==> src/common/pcs_pkg.sv <==
package pcs_pkg;
  // counter and data widths
  localparam int PC_W = 13;
  localparam int TGT_W = 11;
  localparam int LATH_W = 5;
  localparam int STK_DEPTH = 8;
  localparam int STK_PTR_W = 3;
  localparam int DM_ADDR_W = 9;
  // register indices; byte address on the bus is four times the index
  localparam logic [6:0] IDX_IND = 7'h00;
  localparam logic [6:0] IDX_LOW = 7'h02;
  localparam logic [6:0] IDX_FSEL = 7'h04;
  localparam logic [6:0] IDX_LATH = 7'h0A;
  // reset values
  localparam logic [12:0] PC_RST = 13'h0000;
  localparam logic [4:0] LATH_RST = 5'h00;
  localparam logic [7:0] FSEL_RST = 8'h00;
  localparam logic [2:0] STK_PTR_RST = 3'h0;
  // interrupt entry address
  localparam logic [12:0] INT_VECTOR = 13'h0004;
  // bus answers
  localparam logic [1:0] RESP_OKAY = 2'h0;
  localparam logic [1:0] RESP_SLVERR = 2'h2;
  // program-flow step requested by the decoder
  typedef enum logic [2:0] {
    OP_NONE,
    OP_STEP,
    OP_JUMP,
    OP_CALL,
    OP_RET,
    OP_EXIT_LIT,
    OP_EXIT_INT,
    OP_INT
  } pcs_op_t;
endpackage : pcs_pkg

==> src/design/pcs_indirect.sv <==
`timescale 1ns/1ps
module pcs_indirect
  import pcs_pkg::*;
(
  input wire logic [6:0] fa_addr, // register address inside a bank
  input wire logic [7:0] fsel, // file select pointer
  input wire logic bank_bit, // indirect bank bit
  output logic ind_hit, // access names the indirect port
  output logic ind_self, // pointer aims back at the port
  output logic [8:0] ind_addr // effective data address
);
  // the port has no storage; the pointer picks the real location
  assign ind_hit = (fa_addr == IDX_IND);
  // both bank images of the port count as a self reference
  assign ind_self = (fsel[6:0] == IDX_IND);
  assign ind_addr = {bank_bit, fsel};
endmodule : pcs_indirect

==> src/design/pcs_ret_stack.sv <==
`timescale 1ns/1ps
module pcs_ret_stack
  import pcs_pkg::*;
(
  input wire logic core_clk, // core clock
  input wire logic resetn, // async reset, active low
  input wire logic clk_en, // freezes state when low
  input wire logic push, // store push_pc on top
  input wire logic pop, // drop the top entry
  input wire logic [12:0] push_pc, // return address to store
  output logic [12:0] top_pc // most recent entry
);
  logic [2:0] ptr_q;
  logic [12:0] ent_q [STK_DEPTH];

  // pointer wraps freely; no overflow or underflow flag exists
  always_ff @(posedge core_clk or negedge resetn)
  begin
    if (!resetn)
      ptr_q <= STK_PTR_RST;
    else if (clk_en && push)
      ptr_q <= ptr_q + 3'h1;
    else if (clk_en && pop)
      ptr_q <= ptr_q - 3'h1;
  end

  // one entry register per level; ninth push lands on the first slot
  for (genvar i = 0; i < STK_DEPTH; i++)
  begin : g_ent
    always_ff @(posedge core_clk or negedge resetn)
    begin
      if (!resetn)
        ent_q[i] <= PC_RST;
      else if (clk_en && push && ptr_q == 3'(i))
        ent_q[i] <= push_pc;
    end
  end

  assign top_pc = ent_q[ptr_q - 3'h1];
endmodule : pcs_ret_stack

==> src/design/pcs_top.sv <==
// Chosen here: the address map and the AXI4-Lite interface to the registers.
`timescale 1ns/1ps
// Operation
// - keep a 13-bit counter; low byte readable and writable as a register
// - upper counter bits never read or written directly; low-byte writes load them from the latch
// - any reset clears the whole counter to zero
// - writing the low byte also loads latch bits 4..0 into the upper bits
// - jump or call takes only latch bits 4 and 3 into the top bits
// - eight-level, 13-bit return stack with an unreachable pointer
// - push the next address on a call, or the counter on an interrupt vector branch
// - pop into the counter on return, literal return or interrupt return
// - pushes and pops leave the upper-bits latch untouched
// - stack is circular; ninth push overwrites the first entry
// - no overflow or underflow indication of any kind
// - accesses to the indirect port go to the location the pointer selects
// - reading the port through a self-pointing pointer returns zero
// - writing the port through a self-pointing pointer is discarded
// - effective address is bank bit above the 8-bit pointer; bank bit unused
module pcs_top
  import pcs_pkg::*;
(
  input wire logic core_clk, // core clock, 10 MHz
  input wire logic resetn, // async reset, active low
  input wire logic clk_en, // freezes all state when low
  input wire pcs_op_t op_kind, // program-flow step this cycle
  input wire logic [10:0] op_target, // jump or call target literal
  input wire logic fa_valid, // core register access request
  input wire logic fa_write, // access is a write
  input wire logic [6:0] fa_addr, // register address inside a bank
  input wire logic [7:0] fa_wdata, // core write data
  output logic fa_rvalid, // core read answer strobe
  output logic [7:0] fa_rdata, // core read answer
  output logic [12:0] pc_out, // fetch address
  output logic dm_en, // data memory access strobe
  output logic dm_we, // data memory write
  output logic [8:0] dm_addr, // data memory address
  output logic [7:0] dm_wdata, // data memory write data
  input wire logic [7:0] dm_rdata, // data memory read data, same cycle
  input wire logic [7:0] s_axi_awaddr, // write address
  input wire logic s_axi_awvalid, // write address valid
  output logic s_axi_awready, // write address ready
  input wire logic [31:0] s_axi_wdata, // write data
  input wire logic [3:0] s_axi_wstrb, // byte enables
  input wire logic s_axi_wvalid, // write data valid
  output logic s_axi_wready, // write data ready
  output logic [1:0] s_axi_bresp, // write response
  output logic s_axi_bvalid, // write response valid
  input wire logic s_axi_bready, // write response ready
  input wire logic [7:0] s_axi_araddr, // read address
  input wire logic s_axi_arvalid, // read address valid
  output logic s_axi_arready, // read address ready
  output logic [31:0] s_axi_rdata, // read data
  output logic [1:0] s_axi_rresp, // read response
  output logic s_axi_rvalid, // read data valid
  input wire logic s_axi_rready // read data ready
);
  logic [12:0] pc_q, stk_top, push_pc;
  logic [4:0] lath_q;
  logic [7:0] fsel_q, aw_addr_q, rd_val_q, fa_rdata_q, dm_wdata_q;
  logic [8:0] ind_addr, dm_addr_q;
  logic [5:0] ax_widx, ax_ridx;
  logic [31:0] w_data_q, rdata_q;
  logic [3:0] w_strb_q;
  logic [1:0] bresp_q, rresp_q;
  logic stk_push, stk_pop, ind_hit, ind_self, fa_low_wr, fa_lath_wr, fa_fsel_wr, fa_rd;
  logic ax_fire, ax_low_wr, ax_lath_wr, ax_fsel_wr, ax_wmapped, aw_hold_q, w_hold_q;
  logic awready_q, wready_q, bvalid_q, arready_q, rvalid_q, rd_pend_q, rd_mem_q;
  logic fa_rvalid_q, dm_en_q, dm_we_q;
  // core register decode; bank bits are already stripped by the decoder
  assign fa_low_wr = fa_valid && fa_write && (fa_addr == IDX_LOW);
  assign fa_lath_wr = fa_valid && fa_write && (fa_addr == IDX_LATH);
  assign fa_fsel_wr = fa_valid && fa_write && (fa_addr == IDX_FSEL);
  assign fa_rd = fa_valid && !fa_write;
  // bus write decode, applied once both halves are held
  assign ax_fire = aw_hold_q && w_hold_q && !bvalid_q;
  assign ax_widx = aw_addr_q[7:2];
  assign ax_wmapped = (ax_widx == IDX_LOW[5:0]) || (ax_widx == IDX_LATH[5:0])
    || (ax_widx == IDX_FSEL[5:0]);
  assign ax_low_wr = ax_fire && w_strb_q[0] && (ax_widx == IDX_LOW[5:0]);
  assign ax_lath_wr = ax_fire && w_strb_q[0] && (ax_widx == IDX_LATH[5:0]);
  assign ax_fsel_wr = ax_fire && w_strb_q[0] && (ax_widx == IDX_FSEL[5:0]);
  assign ax_ridx = s_axi_araddr[7:2];
  // stack control; a call saves the next address, an interrupt the current one
  assign stk_push = clk_en && (op_kind == OP_CALL || op_kind == OP_INT);
  assign stk_pop = clk_en && (op_kind == OP_RET || op_kind == OP_EXIT_LIT
    || op_kind == OP_EXIT_INT);
  assign push_pc = (op_kind == OP_CALL) ? pc_q + 13'h0001 : pc_q;
  pcs_ret_stack u_stack (
    .core_clk (core_clk),
    .resetn (resetn),
    .clk_en (clk_en),
    .push (stk_push),
    .pop (stk_pop),
    .push_pc (push_pc),
    .top_pc (stk_top)
  );
  // bank bit is held low: this family has no second indirect bank
  pcs_indirect u_indirect (
    .fa_addr (fa_addr),
    .fsel (fsel_q),
    .bank_bit (1'b0),
    .ind_hit (ind_hit),
    .ind_self (ind_self),
    .ind_addr (ind_addr)
  );
  // program counter; a low-byte write overrides the step of the same cycle
  always_ff @(posedge core_clk or negedge resetn)
  begin
    if (!resetn)
      pc_q <= PC_RST;
    else if (clk_en)
    begin
      if (fa_low_wr)
        pc_q <= {lath_q, fa_wdata};
      else if (ax_low_wr)
        pc_q <= {lath_q, w_data_q[7:0]};
      else
      begin
        case (op_kind)
          OP_STEP: pc_q <= pc_q + 13'h0001;
          OP_JUMP, OP_CALL: pc_q <= {lath_q[4:3], op_target};
          OP_RET, OP_EXIT_LIT, OP_EXIT_INT: pc_q <= stk_top;
          OP_INT: pc_q <= INT_VECTOR;
          default: pc_q <= pc_q;
        endcase
      end
    end
  end
  // upper-bits latch; only register writes touch it, never the stack
  always_ff @(posedge core_clk or negedge resetn)
  begin
    if (!resetn)
      lath_q <= LATH_RST;
    else if (clk_en && fa_lath_wr)
      lath_q <= fa_wdata[4:0];
    else if (clk_en && ax_lath_wr)
      lath_q <= w_data_q[4:0];
  end
  // file select pointer; core writes win over the bus
  always_ff @(posedge core_clk or negedge resetn)
  begin
    if (!resetn)
      fsel_q <= FSEL_RST;
    else if (clk_en && fa_fsel_wr)
      fsel_q <= fa_wdata;
    else if (clk_en && ax_fsel_wr)
      fsel_q <= w_data_q[7:0];
  end
  // data memory port; a self-pointing access never reaches memory
  always_ff @(posedge core_clk or negedge resetn)
  begin
    if (!resetn)
    begin
      dm_en_q <= 1'b0;
      dm_we_q <= 1'b0;
      dm_addr_q <= 9'h000;
      dm_wdata_q <= 8'h00;
    end
    else if (clk_en)
    begin
      dm_en_q <= fa_valid && ind_hit && !ind_self;
      dm_we_q <= fa_valid && fa_write && ind_hit && !ind_self;
      dm_addr_q <= ind_addr;
      dm_wdata_q <= fa_wdata;
    end
  end
  // core reads, stage one: pick a value or mark a memory fetch
  always_ff @(posedge core_clk or negedge resetn)
  begin
    if (!resetn)
    begin
      rd_pend_q <= 1'b0;
      rd_mem_q <= 1'b0;
      rd_val_q <= 8'h00;
    end
    else if (clk_en)
    begin
      rd_pend_q <= fa_rd;
      rd_mem_q <= fa_rd && ind_hit && !ind_self;
      case (fa_addr)
        IDX_IND: rd_val_q <= 8'h00;
        IDX_LOW: rd_val_q <= pc_q[7:0];
        IDX_LATH: rd_val_q <= {3'h0, lath_q};
        IDX_FSEL: rd_val_q <= fsel_q;
        default: rd_val_q <= 8'h00;
      endcase
    end
  end
  // core reads, stage two: memory data is taken while dm_en is high
  always_ff @(posedge core_clk or negedge resetn)
  begin
    if (!resetn)
    begin
      fa_rvalid_q <= 1'b0;
      fa_rdata_q <= 8'h00;
    end
    else if (clk_en)
    begin
      fa_rvalid_q <= rd_pend_q;
      fa_rdata_q <= rd_mem_q ? dm_rdata : rd_val_q;
    end
  end
  // bus write address channel; ready stays low until the response is taken
  always_ff @(posedge core_clk or negedge resetn)
  begin
    if (!resetn)
    begin
      aw_hold_q <= 1'b0;
      awready_q <= 1'b1;
      aw_addr_q <= 8'h00;
    end
    else if (clk_en)
    begin
      if (s_axi_awvalid && awready_q)
      begin
        aw_hold_q <= 1'b1;
        awready_q <= 1'b0;
        aw_addr_q <= s_axi_awaddr;
      end
      else if (ax_fire)
        aw_hold_q <= 1'b0;
      else if (bvalid_q && s_axi_bready)
        awready_q <= 1'b1;
    end
  end
  // bus write data channel, independent of the address order
  always_ff @(posedge core_clk or negedge resetn)
  begin
    if (!resetn)
    begin
      w_hold_q <= 1'b0;
      wready_q <= 1'b1;
      w_data_q <= 32'h0000_0000;
      w_strb_q <= 4'h0;
    end
    else if (clk_en)
    begin
      if (s_axi_wvalid && wready_q)
      begin
        w_hold_q <= 1'b1;
        wready_q <= 1'b0;
        w_data_q <= s_axi_wdata;
        w_strb_q <= s_axi_wstrb;
      end
      else if (ax_fire)
        w_hold_q <= 1'b0;
      else if (bvalid_q && s_axi_bready)
        wready_q <= 1'b1;
    end
  end
  // write response; unmapped or indirect index answers SLVERR
  always_ff @(posedge core_clk or negedge resetn)
  begin
    if (!resetn)
    begin
      bvalid_q <= 1'b0;
      bresp_q <= RESP_OKAY;
    end
    else if (clk_en)
    begin
      if (ax_fire)
      begin
        bvalid_q <= 1'b1;
        bresp_q <= ax_wmapped ? RESP_OKAY : RESP_SLVERR;
      end
      else if (bvalid_q && s_axi_bready)
        bvalid_q <= 1'b0;
    end
  end
  // bus read; the indirect port needs the core's memory path, so it is refused
  always_ff @(posedge core_clk or negedge resetn)
  begin
    if (!resetn)
    begin
      arready_q <= 1'b1;
      rvalid_q <= 1'b0;
      rdata_q <= 32'h0000_0000;
      rresp_q <= RESP_OKAY;
    end
    else if (clk_en)
    begin
      if (s_axi_arvalid && arready_q)
      begin
        arready_q <= 1'b0;
        rvalid_q <= 1'b1;
        rresp_q <= RESP_OKAY;
        case (ax_ridx)
          IDX_LOW[5:0]: rdata_q <= {24'h000000, pc_q[7:0]};
          IDX_LATH[5:0]: rdata_q <= {27'h0000000, lath_q};
          IDX_FSEL[5:0]: rdata_q <= {24'h000000, fsel_q};
          default:
          begin
            rdata_q <= 32'h0000_0000;
            rresp_q <= RESP_SLVERR;
          end
        endcase
      end
      else if (rvalid_q && s_axi_rready)
      begin
        rvalid_q <= 1'b0;
        arready_q <= 1'b1;
      end
    end
  end
  // every output leaves straight from a register
  assign pc_out = pc_q;
  assign fa_rvalid = fa_rvalid_q;
  assign fa_rdata = fa_rdata_q;
  assign dm_en = dm_en_q;
  assign dm_we = dm_we_q;
  assign dm_addr = dm_addr_q;
  assign dm_wdata = dm_wdata_q;
  assign s_axi_awready = awready_q;
  assign s_axi_wready = wready_q;
  assign s_axi_bvalid = bvalid_q;
  assign s_axi_bresp = bresp_q;
  assign s_axi_arready = arready_q;
  assign s_axi_rvalid = rvalid_q;
  assign s_axi_rdata = rdata_q;
  assign s_axi_rresp = rresp_q;
endmodule : pcs_top

==> config.mk <==
export PLATFORM = sky130hd
export DESIGN_NAME = pcs_top
export DESIGN_NICKNAME = d
export VERILOG_FILES = /design/src/common/pcs_pkg.sv /design/src/design/pcs_indirect.sv /design/src/design/pcs_ret_stack.sv /design/src/design/pcs_top.sv
export SDC_FILE = /design/constraint.sdc
export NUM_CORES = 1
export LEC_CHECK = 0
export BUFFER_PORTS_ARGS = -buffer_cell sky130_fd_sc_hd__buf_2
export CAP_MARGIN = 0
export CORE_MARGIN = 2
export CORE_UTILIZATION = 50
export CTS_BUF_LIST = sky130_fd_sc_hd__clkbuf_4 sky130_fd_sc_hd__clkbuf_8
export DETAILED_ROUTE_END_ITERATION = 16
export PLACE_DENSITY = 0.77
export SLEW_MARGIN = 20
export SYNTH_ARGS = -nofsm -noshare
export SYNTH_HDL_FRONTEND = slang
export SYNTH_SLANG_ARGS = --single-unit
==> constraint.sdc <==
create_clock -name core_clk -period 3.35 [get_ports core_clk]
set_input_delay 0.335 -clock core_clk [delete_from_list [all_inputs] [get_ports core_clk]]
set_output_delay 0.335 -clock core_clk [all_outputs]
set_load 0.01 [all_outputs]
==> impl_metrics.tcl <==
set metrics [dict create \
    status "finished, final reports clean" \
    start_util_pct 51.4 \
    cp_num_buf_inv 2 \
    areaGrowthSynthToFinish_pct 13.3 \
    critPathRequiredTime_ps 3740 \
    p_sw_w 0.00297 \
    cp.arrival_ps 2900 \
    wire_per_inst_um 18.5 \
    cpMostUsedCell "inv_1" \
    setup_viol_count_final 0 \
    comb_power_share_pct 31.2 \
    powerDensity_nw_per_um2 739 \
    async_flop_share_pct 100 \
    hold_depth 2 \
    worst_pin_slew_ps 1060 \
    routed_wl_mm 25.8 \
    slowest_delay_ps 610 \
    path_depth 7 \
    via_count 8037 \
    cp_cell_sequence "inv_1 -> ha_1 -> inv_1 -> nor2_1 -> a32oi_1 -> a31oi_1 -> o21ai_1" \
    cp-start-kind "flip-flop" \
    finalHoldViolCount 0 \
    grt_use_total_pct 24.4 \
    power.clock.fraction_pct 27.0 \
    drtIter0Drc 617 \
    clock.fmax_mhz 398 \
    core-area_um2 19700 \
    cts_setup_buffers 0 \
    synth_area_um2 10100 \
    endpoint_kind "flip-flop" \
    maxCapViolations 0 \
    path_delay_family "adder cells" \
    htreeDepth 2 \
    rsz0062_at_grt "false" \
    clk_path_buf_depth 3 \
    slew_violations 0 \
    cp_max_fo 10 \
    drc_errors 0 \
    r2r_cells 7 \
    pin_count 181 \
    grt-ovfl-total 0 \
    gp_congestion 0.925 \
    fin_util_pct 58.3 \
    drive_gt1_share_pct 24.3 \
    cts_tree "yes" \
    ys.flop_type "dfrtp_1" \
    cts.clk_slew.worst_paths_ps 60 \
    grt_pass1_vias 7771 \
    clock_latency_ps 520 \
    clock-sinks 202 \
    cts_hold_buf 1 \
    setup-tns-final_ps 0 \
    vdd.ir_drop.worst_v 0.000482 \
    p_sw_share_pct 35.1 \
    synthCells 997 \
    yosysWarnings 0 \
    antennaDiodeCount 0 \
    drt_first_pass_iters 6 \
    die_h_um 146 \
    p_seq_share_pct 41.8 \
    period_share_pct 75.0 \
    antenna_found_initial 0 \
    cp_slowest_cell "ha_1" \
    die_w_um 146 \
    cts_resized 0 \
    fillCellCount 1684 \
    die-area_um2 21400 \
    finalCriticalPeriod_ps 2510 \
    io_buffers 122 \
    post-dp-hpwl_mm 17.9 \
    synth_edf_count 0 \
    rows 51 \
    synth_cell_types 74 \
    grt_start_max_net_pins 101 \
    grt_pass1_wl_mm 41.7 \
    cts_buffers 34 \
    ant_nets 0 \
    relSlewSlack_pct 29.5 \
    synth_seq_area_share_pct 50.1 \
    cts_root_buf "clkbuf_8" \
    nets 1213 \
    routed_via_density 5.77 \
    hp-class "input pin to flip-flop" \
    path_class "flip-flop to flip-flop" \
    synth_seq_cells 202 \
    finClkSkew_ps 33.7 \
    p_int_w 0.00549 \
    avgSynthCellArea_um2 10.1 \
    leakagePower_nw 5.40 \
]
-- registers in the layout, summed over array words and instances (netlist names), 3 cells and up --
signal         flops
aw_addr_q          6
dm_addr            8
dm_wdata           8
fa_rdata           8
fsel_q             8
lath_q             5
pc_out            13
rd_val_q           8
s_axi_rdata        8
u_stack.ent_q    104
u_stack.ptr_q      3
w_data_q           8
-- routing by layer --
layer	global-route usage (%)	vias to the layer above	wire (um)
li1	-	3694	-
met1	34.3	3919	11000
met2	38.1	359	12000
met3	4.44	65	2120
met4	8.88	0	701
met5	0	-	0
-- synthesized netlist by cell type, types with 9 or more instances --
| cell type | number | area, um^2 |
|---|---|---|
| nor2_1 | 59 | 221 |
| xnor2_1 | 13 | 114 |
| o21ai_0 | 126 | 631 |
| mux4_2 | 19 | 428 |
| buf_2 | 12 | 60.1 |
| nand4_1 | 9 | 56.3 |
| mux2i_1 | 41 | 410 |
| mux2_2 | 33 | 372 |
| inv_1 | 16 | 60.1 |
| xor2_1 | 10 | 87.6 |
| nand3_1 | 19 | 95.1 |
| buf_4 | 35 | 263 |
| dfrtp_1 | 199 | 4980 |
| nand2_1 | 178 | 668 |
| clkbuf_1 | 30 | 113 |
| a21oi_1 | 46 | 230 |
-- power groups by stage --
stage	clock network [W]	logic, W	registers [W]
2_1_floorplan	0	0.00199	0.00340
3_3_place_gp	0	0.00255	0.00353
3_5_place_dp	0	0.00262	0.00356
4_1_cts	0.00232	0.00263	0.00352
5_1_grt	0.00244	0.00292	0.00361
6_report	0.00229	0.00264	0.00353
-- path summary, 6_finish.rpt --
path | startpoint | end | slack [ps]
max reg2reg | u_stack.ptr_q[1] | pc_out[9] | 840
max | u_stack.ptr_q[1] | pc_out[9] | 840
max in group asynchronous | resetn | s_axi_wready | 2030
min in group asynchronous | resetn | u_stack.ent_q[36] | 490
min reg2reg | u_stack.ent_q[85] | u_stack.ent_q[85] | 480
min | s_axi_arvalid | s_axi_arready | 10
-- cells by family after synthesis --
family	after synthesis	synth area share, %
buffers and inverters	106	6.01
AO/OA/AOI/OAI	246	14.2
adder cells (fa/ha/maj)	8	0.991
XOR/XNOR	24	2.15
other	1	0.0371
AND/OR/NAND/NOR	317	14.6
flip-flops	202	50.1
multiplexers	93	12.0
-- stage by stage --
step           hold slack (ps)  cells  power (W)  setup slack, ps  instance area, um^2
2_1_floorplan             39.4   1023    0.00539              857                10200
3_3_place_gp               456   1334    0.00608              907                10700
3_5_place_dp               465   1334    0.00618              818                10700
4_1_cts                   1.20   1393    0.00847              860                11500
5_1_grt                   15.3   1393    0.00897              694                11500
6_report                  11.4   1393    0.00846              838                11500
-- area by class of cell --
type | instances | area [um^2] | share of cell area [%]
Sequential cell | 202 | 5060 | 44.2
Tap cell | 265 | 332 | 2.90
Clock inverter | 3 | 42.5 | 0.372
Inverter | 16 | 60.1 | 0.524
Multi-Input combinational cell | 715 | 4540 | 39.6
Clock buffer | 55 | 663 | 5.79
Timing Repair Buffer | 137 | 759 | 6.63
-- cell usage in the layout (no fill, tap or decap), types with 8 or more instances in the layout --
cell,netlist,routed
xor2_1,10,10
clkbuf_8,0,41
nand3_1,19,19
dfrtp_1,199,199
nand4_1,9,9
o211ai_1,8,8
mux4_2,19,19
mux2_2,33,33
o21ai_1,8,8
buf_4,35,12
mux2i_1,41,41
nor2_1,59,59
xnor2_1,13,13
nand2_1,178,178
buf_2,12,121
a22oi_1,8,8
conb_1,1,27
a21oi_1,46,46
ha_1,8,8
clkbuf_4,0,15
o21ai_0,126,126
a221oi_1,8,8
inv_1,16,16
Note: power is estimated with default switching activity, not from simulation.
